--- src/include/cwseq_pkg.sv ---
//----------------------------------------------------------------------------
// Purpose: Constants and types of the control write sequencer
// Assumes: 16-bit control registers, 8-bit register addresses
// Notes:   Offsets are the host register addresses of the sequencer
//----------------------------------------------------------------------------
package cwseq_pkg;

  // ************************************************************
  // Register offsets
  // ************************************************************
  localparam logic [7:0] CWSEQ_OFS_CTRL    = 8'h46;
  localparam logic [7:0] CWSEQ_OFS_TARGET  = 8'h47;
  localparam logic [7:0] CWSEQ_OFS_PAYLOAD = 8'h48;
  localparam logic [7:0] CWSEQ_OFS_LAUNCH  = 8'h49;
  localparam logic [7:0] CWSEQ_OFS_STATUS  = 8'h4a;
  localparam logic [7:0] CWSEQ_OFS_CURRENT = 8'h4b;

  // ************************************************************
  // Field positions
  // ************************************************************
  localparam int CWSEQ_ON_BIT     = 8;
  localparam int CWSEQ_WIDTH_LSB  = 12;
  localparam int CWSEQ_FLSB_LSB   = 8;
  localparam int CWSEQ_LAST_BIT   = 14;
  localparam int CWSEQ_DELAY_LSB  = 8;
  localparam int CWSEQ_LAUNCH_BIT = 8;
  localparam int CWSEQ_CANCEL_BIT = 9;
  localparam int CWSEQ_RUN_BIT    = 0;

  // ************************************************************
  // Reset values and limits
  // ************************************************************
  localparam logic [3:0] CWSEQ_RST_LOAD_IDX = 4'h0;
  localparam logic [5:0] CWSEQ_RST_FIRST    = 6'h00;
  localparam logic [5:0] CWSEQ_RAM_LAST     = 6'h0f;
  localparam logic [5:0] CWSEQ_ROM_LAST     = 6'h3a;
  localparam int         CWSEQ_RAM_DEPTH    = 16;

  // ************************************************************
  // Timing
  // ************************************************************
  localparam int          CWSEQ_CLK_PERIOD_NS = 10;
  localparam int          CWSEQ_TICK_NS       = 62500;
  localparam int          CWSEQ_TICK_CYCLES   = CWSEQ_TICK_NS / CWSEQ_CLK_PERIOD_NS;
  localparam logic [15:0] CWSEQ_TICK_BASE     = 16'h0008;

  // ************************************************************
  // Types
  // ************************************************************
  typedef struct packed {
    logic [2:0] width;
    logic [3:0] flsb;
    logic [7:0] addr;
    logic       last;
    logic [3:0] delay;
    logic [7:0] value;
  } cwseq_step_s;

  typedef struct packed {
    logic        wr;
    logic        rd;
    logic [7:0]  addr;
    logic [15:0] data;
  } cwseq_bus_s;

  typedef enum logic [1:0] {
    CWSEQ_IDLE,
    CWSEQ_FETCH,
    CWSEQ_MODIFY,
    CWSEQ_WAIT
  } cwseq_state_e;

endpackage

--- src/logic/cwseq_top.sv ---
//----------------------------------------------------------------------------
// Purpose: Control write sequencer with 16-step RAM and step timer
// Assumes: Host port and control register port are on mclk_in
// Notes:   Host read data follows the read strobe by one cycle; control read data is taken in the strobe cycle
//----------------------------------------------------------------------------
`timescale 1ns/1ns
module cwseq_top
  import cwseq_pkg::*;
#(
  parameter int TICK_CYCLES = CWSEQ_TICK_CYCLES
) (
  input  wire logic        mclk_in,
  input  wire logic        srst_in,
  input  wire logic        host_wr_in,
  input  wire logic        host_rd_in,
  input  wire logic [7:0]  host_addr_in,
  input  wire logic [15:0] host_wdata_in,
  output logic      [15:0] host_rdata_out,
  output logic             host_lock_out,
  output logic             ctl_wr_out,
  output logic             ctl_rd_out,
  output logic      [7:0]  ctl_addr_out,
  output logic      [15:0] ctl_wdata_out,
  input  wire logic [15:0] ctl_rdata_in
);

  if (TICK_CYCLES < 2 || TICK_CYCLES > 65535) begin : g_tick_check
    $error("TICK_CYCLES out of range");
  end

  // ************************************************************
  // Helper functions
  // ************************************************************
  function automatic logic [15:0] field_mask(input logic [2:0] w, input logic [3:0] l);
    logic [15:0] m;
    m = 16'h00ff >> (3'h7 - w);
    return m << l;
  endfunction

  function automatic logic [15:0] field_data(input cwseq_step_s s);
    logic [15:0] d;
    d = {8'h00, s.value} & (16'h00ff >> (3'h7 - s.width));
    return d << s.flsb;
  endfunction

  // ************************************************************
  // State
  // ************************************************************
  cwseq_step_s  mem_r [CWSEQ_RAM_DEPTH];
  cwseq_step_s  mem_nxt [CWSEQ_RAM_DEPTH];
  cwseq_step_s  step_r, step_nxt;
  cwseq_state_e state_r, state_nxt;
  cwseq_bus_s   ctl_r, ctl_nxt;
  logic         on_r, on_nxt;
  logic [3:0]   load_idx_r, load_idx_nxt;
  logic [5:0]   first_r, first_nxt;
  logic         launch_r, launch_nxt;
  logic         run_r, run_nxt;
  logic [5:0]   cur_r, cur_nxt;
  logic [15:0]  rdata_r, rdata_nxt;
  logic [15:0]  div_r, div_nxt;
  logic [15:0]  ticks_r, ticks_nxt;
  logic         rom_r, rom_nxt;

  logic        wr_ok;
  logic [15:0] step_ticks;
  logic        step_end;
  cwseq_step_s sel;

  // ************************************************************
  // Next state
  // ************************************************************
  always_comb begin
    mem_nxt      = mem_r;
    step_nxt     = step_r;
    state_nxt    = state_r;
    ctl_nxt      = '0;
    on_nxt       = on_r;
    load_idx_nxt = load_idx_r;
    first_nxt    = first_r;
    launch_nxt   = launch_r;
    run_nxt      = run_r;
    cur_nxt      = cur_r;
    rdata_nxt    = rdata_r;
    div_nxt      = div_r;
    ticks_nxt    = ticks_r;
    rom_nxt      = rom_r;
    sel          = mem_r[load_idx_r];
    wr_ok        = host_wr_in && !run_r;
    step_ticks   = (16'h0001 << step_r.delay) + CWSEQ_TICK_BASE;
    step_end     = (ticks_r == step_ticks - 16'h0001) &&
                   (div_r == 16'(TICK_CYCLES - 1));

    // Host register reads
    if (host_rd_in) begin
      case (host_addr_in)
        CWSEQ_OFS_CTRL: begin
          rdata_nxt = {7'h00, on_r, 4'h0, load_idx_r};
        end
        CWSEQ_OFS_TARGET: begin
          rdata_nxt = {1'b0, sel.width, sel.flsb, sel.addr};
        end
        CWSEQ_OFS_PAYLOAD: begin
          rdata_nxt = {1'b0, sel.last, 2'b00, sel.delay, sel.value};
        end
        CWSEQ_OFS_LAUNCH: begin
          rdata_nxt = {7'h00, launch_r, 2'b00, first_r};
        end
        CWSEQ_OFS_STATUS: begin
          rdata_nxt = {15'h0000, run_r};
        end
        CWSEQ_OFS_CURRENT: begin
          rdata_nxt = {10'h000, cur_r};
        end
        default: begin
          rdata_nxt = 16'h0000;
        end
      endcase
    end

    // Host register writes
    if (wr_ok) begin
      case (host_addr_in)
        CWSEQ_OFS_CTRL: begin
          on_nxt       = host_wdata_in[CWSEQ_ON_BIT];
          load_idx_nxt = host_wdata_in[3:0];
        end
        CWSEQ_OFS_TARGET: begin
          mem_nxt[load_idx_r].width = host_wdata_in[CWSEQ_WIDTH_LSB +: 3];
          mem_nxt[load_idx_r].flsb  = host_wdata_in[CWSEQ_FLSB_LSB +: 4];
          mem_nxt[load_idx_r].addr  = host_wdata_in[7:0];
        end
        CWSEQ_OFS_PAYLOAD: begin
          mem_nxt[load_idx_r].last  = host_wdata_in[CWSEQ_LAST_BIT];
          mem_nxt[load_idx_r].delay = host_wdata_in[CWSEQ_DELAY_LSB +: 4];
          mem_nxt[load_idx_r].value = host_wdata_in[7:0];
        end
        CWSEQ_OFS_LAUNCH: begin
          first_nxt = host_wdata_in[5:0];
          if (host_wdata_in[CWSEQ_LAUNCH_BIT] && on_r) begin
            launch_nxt = 1'b1;
          end
        end
        default: begin
        end
      endcase
    end

    // Timer runs while a step is active
    if (state_r != CWSEQ_IDLE) begin
      if (div_r == 16'(TICK_CYCLES - 1)) begin
        div_nxt   = 16'h0000;
        ticks_nxt = ticks_r + 16'h0001;
      end else begin
        div_nxt = div_r + 16'h0001;
      end
    end

    // Sequencer
    case (state_r)
      CWSEQ_IDLE: begin
        if (launch_r && on_r) begin
          if (first_r > CWSEQ_ROM_LAST) begin
            launch_nxt = 1'b0;
          end else begin
            run_nxt   = 1'b1;
            cur_nxt   = first_r;
            state_nxt = CWSEQ_FETCH;
          end
        end
      end
      CWSEQ_FETCH: begin
        div_nxt   = 16'h0001;
        ticks_nxt = 16'h0000;
        if (cur_r <= CWSEQ_RAM_LAST) begin
          step_nxt    = mem_r[cur_r[3:0]];
          rom_nxt     = 1'b0;
          ctl_nxt.rd  = 1'b1;
          ctl_nxt.addr = mem_r[cur_r[3:0]].addr;
        end else begin
          step_nxt      = '0;
          step_nxt.last = 1'b1;
          rom_nxt       = 1'b1;
        end
        state_nxt = CWSEQ_MODIFY;
      end
      CWSEQ_MODIFY: begin
        if (!rom_r) begin
          ctl_nxt.wr   = 1'b1;
          ctl_nxt.addr = step_r.addr;
          ctl_nxt.data = (ctl_rdata_in & ~field_mask(step_r.width, step_r.flsb)) |
                         field_data(step_r);
        end
        state_nxt = CWSEQ_WAIT;
      end
      CWSEQ_WAIT: begin
        if (step_end) begin
          if (step_r.last || cur_r == CWSEQ_ROM_LAST) begin
            run_nxt    = 1'b0;
            launch_nxt = 1'b0;
            state_nxt  = CWSEQ_IDLE;
          end else begin
            cur_nxt   = cur_r + 6'h01;
            state_nxt = CWSEQ_FETCH;
          end
        end
      end
      default: begin
        state_nxt = CWSEQ_IDLE;
      end
    endcase

    // Cancel is honoured even while running
    if (host_wr_in && host_addr_in == CWSEQ_OFS_LAUNCH &&
        host_wdata_in[CWSEQ_CANCEL_BIT]) begin
      state_nxt  = CWSEQ_IDLE;
      run_nxt    = 1'b0;
      launch_nxt = 1'b0;
      ctl_nxt    = '0;
    end

    if (!on_nxt && state_nxt == CWSEQ_IDLE) begin
      launch_nxt = 1'b0;
    end
  end

  // ************************************************************
  // Registers
  // ************************************************************
  always_ff @(posedge mclk_in) begin
    if (srst_in) begin
      for (int i = 0; i < CWSEQ_RAM_DEPTH; i++) begin
        mem_r[i] <= '0;
      end
      step_r     <= '0;
      state_r    <= CWSEQ_IDLE;
      ctl_r      <= '0;
      on_r       <= 1'b0;
      load_idx_r <= CWSEQ_RST_LOAD_IDX;
      first_r    <= CWSEQ_RST_FIRST;
      launch_r   <= 1'b0;
      run_r      <= 1'b0;
      cur_r      <= 6'h00;
      rdata_r    <= 16'h0000;
      div_r      <= 16'h0000;
      ticks_r    <= 16'h0000;
      rom_r      <= 1'b0;
    end else begin
      mem_r      <= mem_nxt;
      step_r     <= step_nxt;
      state_r    <= state_nxt;
      ctl_r      <= ctl_nxt;
      on_r       <= on_nxt;
      load_idx_r <= load_idx_nxt;
      first_r    <= first_nxt;
      launch_r   <= launch_nxt;
      run_r      <= run_nxt;
      cur_r      <= cur_nxt;
      rdata_r    <= rdata_nxt;
      div_r      <= div_nxt;
      ticks_r    <= ticks_nxt;
      rom_r      <= rom_nxt;
    end
  end

  // ************************************************************
  // Outputs
  // ************************************************************
  assign host_rdata_out = rdata_r;
  assign host_lock_out  = run_r;
  assign ctl_wr_out     = ctl_r.wr;
  assign ctl_rd_out     = ctl_r.rd;
  assign ctl_addr_out   = ctl_r.addr;
  assign ctl_wdata_out  = ctl_r.data;

endmodule

--- config.mk ---
export PLATFORM = sky130hd
export DESIGN_NAME = cwseq_top
export DESIGN_NICKNAME = d
export VERILOG_FILES = /design/src/include/cwseq_pkg.sv /design/src/logic/cwseq_top.sv
export SDC_FILE = /design/constraint.sdc
export NUM_CORES = 2
export LEC_CHECK = 0
export BUFFER_PORTS_ARGS = -buffer_cell sky130_fd_sc_hd__buf_2
export CAP_MARGIN = 10
export CELL_PAD_IN_SITES_DETAIL_PLACEMENT = 1
export CELL_PAD_IN_SITES_GLOBAL_PLACEMENT = 1
export CORE_ASPECT_RATIO = 0.9
export CORE_MARGIN = 3
export CORE_UTILIZATION = 35
export DETAILED_ROUTE_END_ITERATION = 6
export GPL_TIMING_DRIVEN = 0
export PLACE_DENSITY_LB_ADDON = 0.1
export SETUP_SLACK_MARGIN = 0.3
export SLEW_MARGIN = 20
export SYNTH_ARGS = -nofsm -noshare
export SYNTH_HDL_FRONTEND = slang
export SYNTH_SLANG_ARGS = --single-unit
--- constraint.sdc ---
create_clock -name mclk_in -period 5.3 [get_ports mclk_in]
set_input_delay 0.53 -clock mclk_in [delete_from_list [all_inputs] [get_ports mclk_in]]
set_output_delay 0.53 -clock mclk_in [all_outputs]
set_load 0.02 [all_outputs]
; Yosys cells after proc, flatten, opt, wreduce, memory -nomap -nowiden
; Index checks and enable logic that the tools add are counted.
[word_totals]
register_bits = 572
inputBits = 44
out_inout_bits = 43
wordCells = 248
[op_classes]
n_addsub = 6
n_lt_le_gt_ge = 5
eq_ne = 17
shifts = 4
n_mux = 61
bitwise_logic = 8
n_reduce_logical = 29
[ops]
columns = op, n
row1 = $bwmux W448, 6
row2 = $pmux W448 S2, 1
row3 = $demux W28 S4, 6
row4 = $bmux W28 S4, 2
row5 = $mux W28, 6
row6 = $pmux W15 S6, 1
row7 = $eq A8 B7 Y1 const B, 6
row8 = $add A16 B1 Y16 const B, 2
row9 = $shl A16 B4 Y16, 2
row10 = $mux W25, 1
row11 = $mux W24, 1
row12 = $mux W6, 4
row13 = $mux W21, 1
row14 = $mux W1, 18
row15 = $add A16 B4 Y16 const B, 1
row16 = $and A16 B16 Y16, 1
row17 = $and A8 B16 Y16, 1
row18 = $eq A16 B13 Y1 const B, 1
row19 = $eq A16 B16 Y1, 1
row20 = $mux W16, 1
row21 = $not A16 Y16, 1
row22 = $or A16 B16 Y16, 1
row23 = $pmux W8 S2, 1
row24 = $shl A1 B4 Y16 const A, 1
row25 = 32 further kinds, 63

; Depth between registers and ports, before layout
[depth]
ltp_word = 11
mapped_depth = 13

; Worst setup path after synthesis
; OpenSTA, ideal clock, no wires.
[synth_path]
kind = reg2reg
start = register cur_r[0]
end = register cur_r[4]
setup_time_ps = 103
arrival_ps = 2904
path_slack_ps = 2292
path_stages_with_launch = 14
path_buffers = 4
period_less_slack_ps = 3008
cell_sequence = dfxtp_1 > clkbuf_1 > buf_2 > buf_2 > clkbuf_1 > inv_1 > ha_1 > nand2_1 > nor3_1 > nor2_1 > and3_1 > nand3_4 > o311a_1 > a2111oi_2
[synth_via]
elab_chain_len = 4
elab_cells_between_ends = 8
classes_between = add/sub: 1 / eq/ne: 2 / mux: 3 / reduce/logical: 2
[synth_lines]
columns = element, line_no
row1 = from (decl), cwseq_top.sv:59  ; logic [5:0] cur_r, cur_nxt;
row2 = from (signal assigned), cwseq_top.sv:258  ; cur_r <= cur_nxt;
row3 = $add A6 B1 Y6 or $eq A6 B6 Y1 (tied branches), "cwseq_top.sv:203, cwseq_top.sv:198"
row4 = $mux W6 or $logic_or A1 B1 Y1 (tied branches), cwseq_top.sv:198  ; if (step_r.last || cur_r == CWSEQ_ROM_LAST) begin
row5 = $mux W6 or $ne A2 B2 Y1 (tied branches), --
row6 = $pmux W6 S2 or $reduce_and A5 Y1 (tied branches), --
; Parallel ways exist; a longest one is shown, timed or not. The select of a mux whose other input is x is not followed.
; A chain may end at the register's enable or synchronous reset.

; Worst setup path after layout
[layout_path]
start = register load_idx_r[1]
end = register mem_r[346] (netlist bit)
[layout_via]
elab_chain_len = 8
elab_cells_between_ends = 18
classes_between = order compare: 2 / mux: 14 / bitwise: 1 / reduce/logical: 1
[layout_lines]
columns = element, line_no
row1 = from (decl), cwseq_top.sv:55  ; logic [3:0] load_idx_r, load_idx_nxt;
row2 = from (signal assigned), cwseq_top.sv:254  ; load_idx_r <= load_idx_nxt;
row3 = $not A4 Y5 (not written as such) (*), --
row4 = $ge A5 B5 Y1 (not written as such) or $lt A5 B1 Y1 (tied branches), cwseq_top.sv:135  ; mem_nxt[load_idx_r].delay = host_wdata_in[CWSEQ_DELAY_LSB +: 4];
row5 = $logic_and A1 B1 Y1 (not written as such), cwseq_top.sv:135
row6 = $mux W12 (not written as such), cwseq_top.sv:135
row7 = $demux W28 S4, cwseq_top.sv:135
row8 = $bwmux W448, cwseq_top.sv:135
row9 = $bwmux W448, cwseq_top.sv:136  ; mem_nxt[load_idx_r].value = host_wdata_in[7:0];
row10 = $pmux W448 S2 (*), cwseq_top.sv:123  ; case (host_addr_in)
row11 = to (signal assigned), cwseq_top.sv:249  ; mem_r <= mem_nxt;
row12 = to (decl), cwseq_top.sv:49  ; cwseq_step_s mem_r [CWSEQ_RAM_DEPTH];
; Every way passes the cells marked *; elsewhere a longest branch is shown, timed or not.

==> reports/results.ini <==
[outcome]
status=completed

[worst_setup_path]
crit_path_frequent_cell=buf_2
worst_setup_path_start_kind=flop
worstPathRequired_ns=5.84
crit_path_max_incr_delay_ns=0.87
slowest_stage=buf_1
crit_path_cell_trace=buf_2 -> buf_1 -> clkbuf_2 -> buf_2 -> nand4_1 -> nor2_1 -> clkbuf_1 -> nand2_1 -> a21oi_1
cp-end-kind=flop
cp_max_fo=10
path_class=flop to flop
cp_top_family=buffers and inverters
path_buf_inv=5
critPathArrivalTime_ns=5.25

[detailed_routing]
vias=26700
drt-total-wl_um=141000
dr.pass1.iters=5
viasPerCell=6.24
ant_nets=0
drc=0
drtIter0Drc=3209
wire_per_inst_um=32.9

[floorplan]
fp.dieH_um=279
start_util=0.355
rows=99
dieArea_um2=86400
ioPinCount=87
die_w_um=309
core_um2=81600

[logic_synthesis]
synth_warnings=0
syn_inst=3015
synth-seq-cells=571
synth_edf_count=0
synth_nets=3070
yosysTopAreaCell=dfxtp_1
avgSynthCellArea_um2=9.62
syn_area_um2=29000
synth_area_leaders=dfxtp_1, mux4_2, nand2_1
yosysUniqueCellTypes=83
yosysSeqAreaShare=0.394
async_reset_ff_frac=0
synth_ff_type=dfxtp_1
yosys.area.top_type_share=0.394

[layout]
area_growth_pct=14.7
final_common_cell=nand2_1
multi_input_area_um2=16300
final_cell_mix=nand2_1, dfxtp_1, a21oi_1
nFillCells=9227
drive_above_1_share=0.192
seqCellArea_um2=11400
antenna_cells=0
final_nets=3222

[grt]
busiest_layer=met2
use_met2=0.492
grt_max_degree=13
grt_pass1_vias=27000
grt_util_all_layers=0.321
grt_pass1_wl_um=198000
antenna_found_initial=6
use_met3=0.0786
grt.met1_usage=0.425
grt_overflow=0

[placed_design]
dp_hpwl_um=103000
io_buffer_count=75
gp_congestion=0.947

[clocking]
cts_root_buffer=clkbuf_16
htree_levels=3
cts_tree=built
post_cts_buffers=0
post_cts_resized=0
cts_buffers=70
path_clk_slew_ns=0.06
numClockSinks=571
cts-hold-fix-buffers=0
cts_buffer_depth=3
clk_latency_ns=0.64

[timing]
hold_ws_ns=0.162
finalSetupViolCount=0
finClkSkew_ns=0.0335
max_slew.worst_pin.slew_ns=1.30
hold_viol=0
final_max_slew_viol_count=0
finalCritPeriodShare=0.888
max_freq_mhz=212
relSlewSlack=0.133
fin_tns_setup_ns=0
layout_min_cycle_time_ns=4.71
rsz0062_at_grt=false

[run]
cap_violations=0

[min_path]
hold_path.class=input pin to flop

[power]
power_density_nw_per_um2=313
leakage_nw=10.6
irDropWorstVdd_v=0.000201

per-stage QoR:
step | cell area (um^2) | cells | setup WS [ns] | total power, mW | util
6_report | 33300 | 4279 | 0.593 | 10.4 | 0.408
5_1_grt | 33300 | 4279 | 0.683 | 10.7 | 0.408
4_1_cts | 33200 | 4278 | 0.837 | 10.4 | 0.407
3_5_place_dp | 30800 | 4154 | 0.852 | 5.33 | 0.377
3_3_place_gp | 30700 | 4150 | 0.539 | 5.30 | 0.376
2_1_floorplan | 29000 | 3015 | 2.29 | 4.91 | -
kinds of logic (layout without fill, tap and decap cells):
group                      count (synthesis)  in the layout  synth area share
and+or+nand+nor                         1095           1095             0.161
DFF                                      571            571             0.394
AOI/OAI and AO/OA                        555            555             0.111
muxes                                    447            447             0.276
buffers and inverters                    307            511            0.0451
xor gates and xnor gates                  26             26           0.00785
adders and majority gates                 13             13           0.00544
other                                      1              1          0.000129
registers in the layout, summed over array words and instances, names as in the netlist:
name            count
on_r                1
first_r             6
ctl_addr_out        8
host_lock_out       1
ctl_wdata_out      16
host_rdata_out     15
ctl_rd_out          1
ticks_r            16
mem_r             448
ctl_wr_out          1
rom_r               1
load_idx_r          4
launch_r            1
div_r              16
cur_r               6
state_r             2
step_r             28
worst min-delay path, cell delays in order:
cell,delay (ns)
buf_2,0.08
a22oi_1,0.05
nor2_1,0.08
synthesized netlist by cell type (5+ instances only):
master    count
nand2b_1      9
nand3_1      29
nand4_1      11
a21oi_1     349
a31oi_1       8
or3_1        10
buf_2        55
and2_1        6
nor2b_1       9
a221oi_1      6
a222oi_1      5
ha_1         11
nor3_1       19
nand2_1     673
nor2_2        7
clkbuf_1    190
nor3b_1       6
nor2_1      248
o21a_1        7
mux2i_1     157
a22o_1       29
dfxtp_1     571
a22oi_1      16
xor2_1       10
inv_1        21
and3_1       13
mux2_2        9
a211oi_1     10
buf_1        21
a21o_1        5
o22ai_1       6
o21ai_0      76
nand3b_1      8
nor2_4        6
xnor2_1      16
o211ai_1      5
mux4_2      281
buf_4        15
area by class of cell:
| type | instances | area share |
|---|---|---|
| multi-input cells | 2137 | 0.489 |
| repair buffers | 80 | 0.0138 |
| flip-flops and latches | 571 | 0.344 |
| clock inverters | 18 | 0.00730 |
| inverters | 22 | 0.00248 |
| well taps | 1060 | 0.0399 |
| clock buffers | 106 | 0.0659 |
| plain buffers | 285 | 0.0379 |
power by group:
group | leakage (nW) | switching, mW | internal (mW)
clock | 1.20 | 2.06 | 3.10
combinational | 4.76 | 0.673 | 0.249
sequential | 4.60 | 0.0172 | 4.31
total | 10.6 | 2.75 | 7.66
path summary, 6_finish.rpt:
| path | start | end | slack [ns] | cells past startpoint |
|---|---|---|---|---|
| worst max-delay path | load_idx_r[1] | mem_r[346] | 0.59 | 9 |
| worst min-delay path | ctl_rdata_in[15] | ctl_wdata_out[15] | 0.16 | 3 |
| worst max register to register | load_idx_r[1] | mem_r[346] | 0.59 | 9 |
| worst min register to register | mem_r[396] | mem_r[396] | 0.46 | 2 |
layer usage:
layer | wire (um) | share of wire
met2 | 61700 | 0.44
met1 | 57100 | 0.41
met3 | 13800 | 0.098
met4 | 8090 | 0.058
met5 | 32 | 0.00023
No activity file was read; power rests on OpenSTA's default activity.
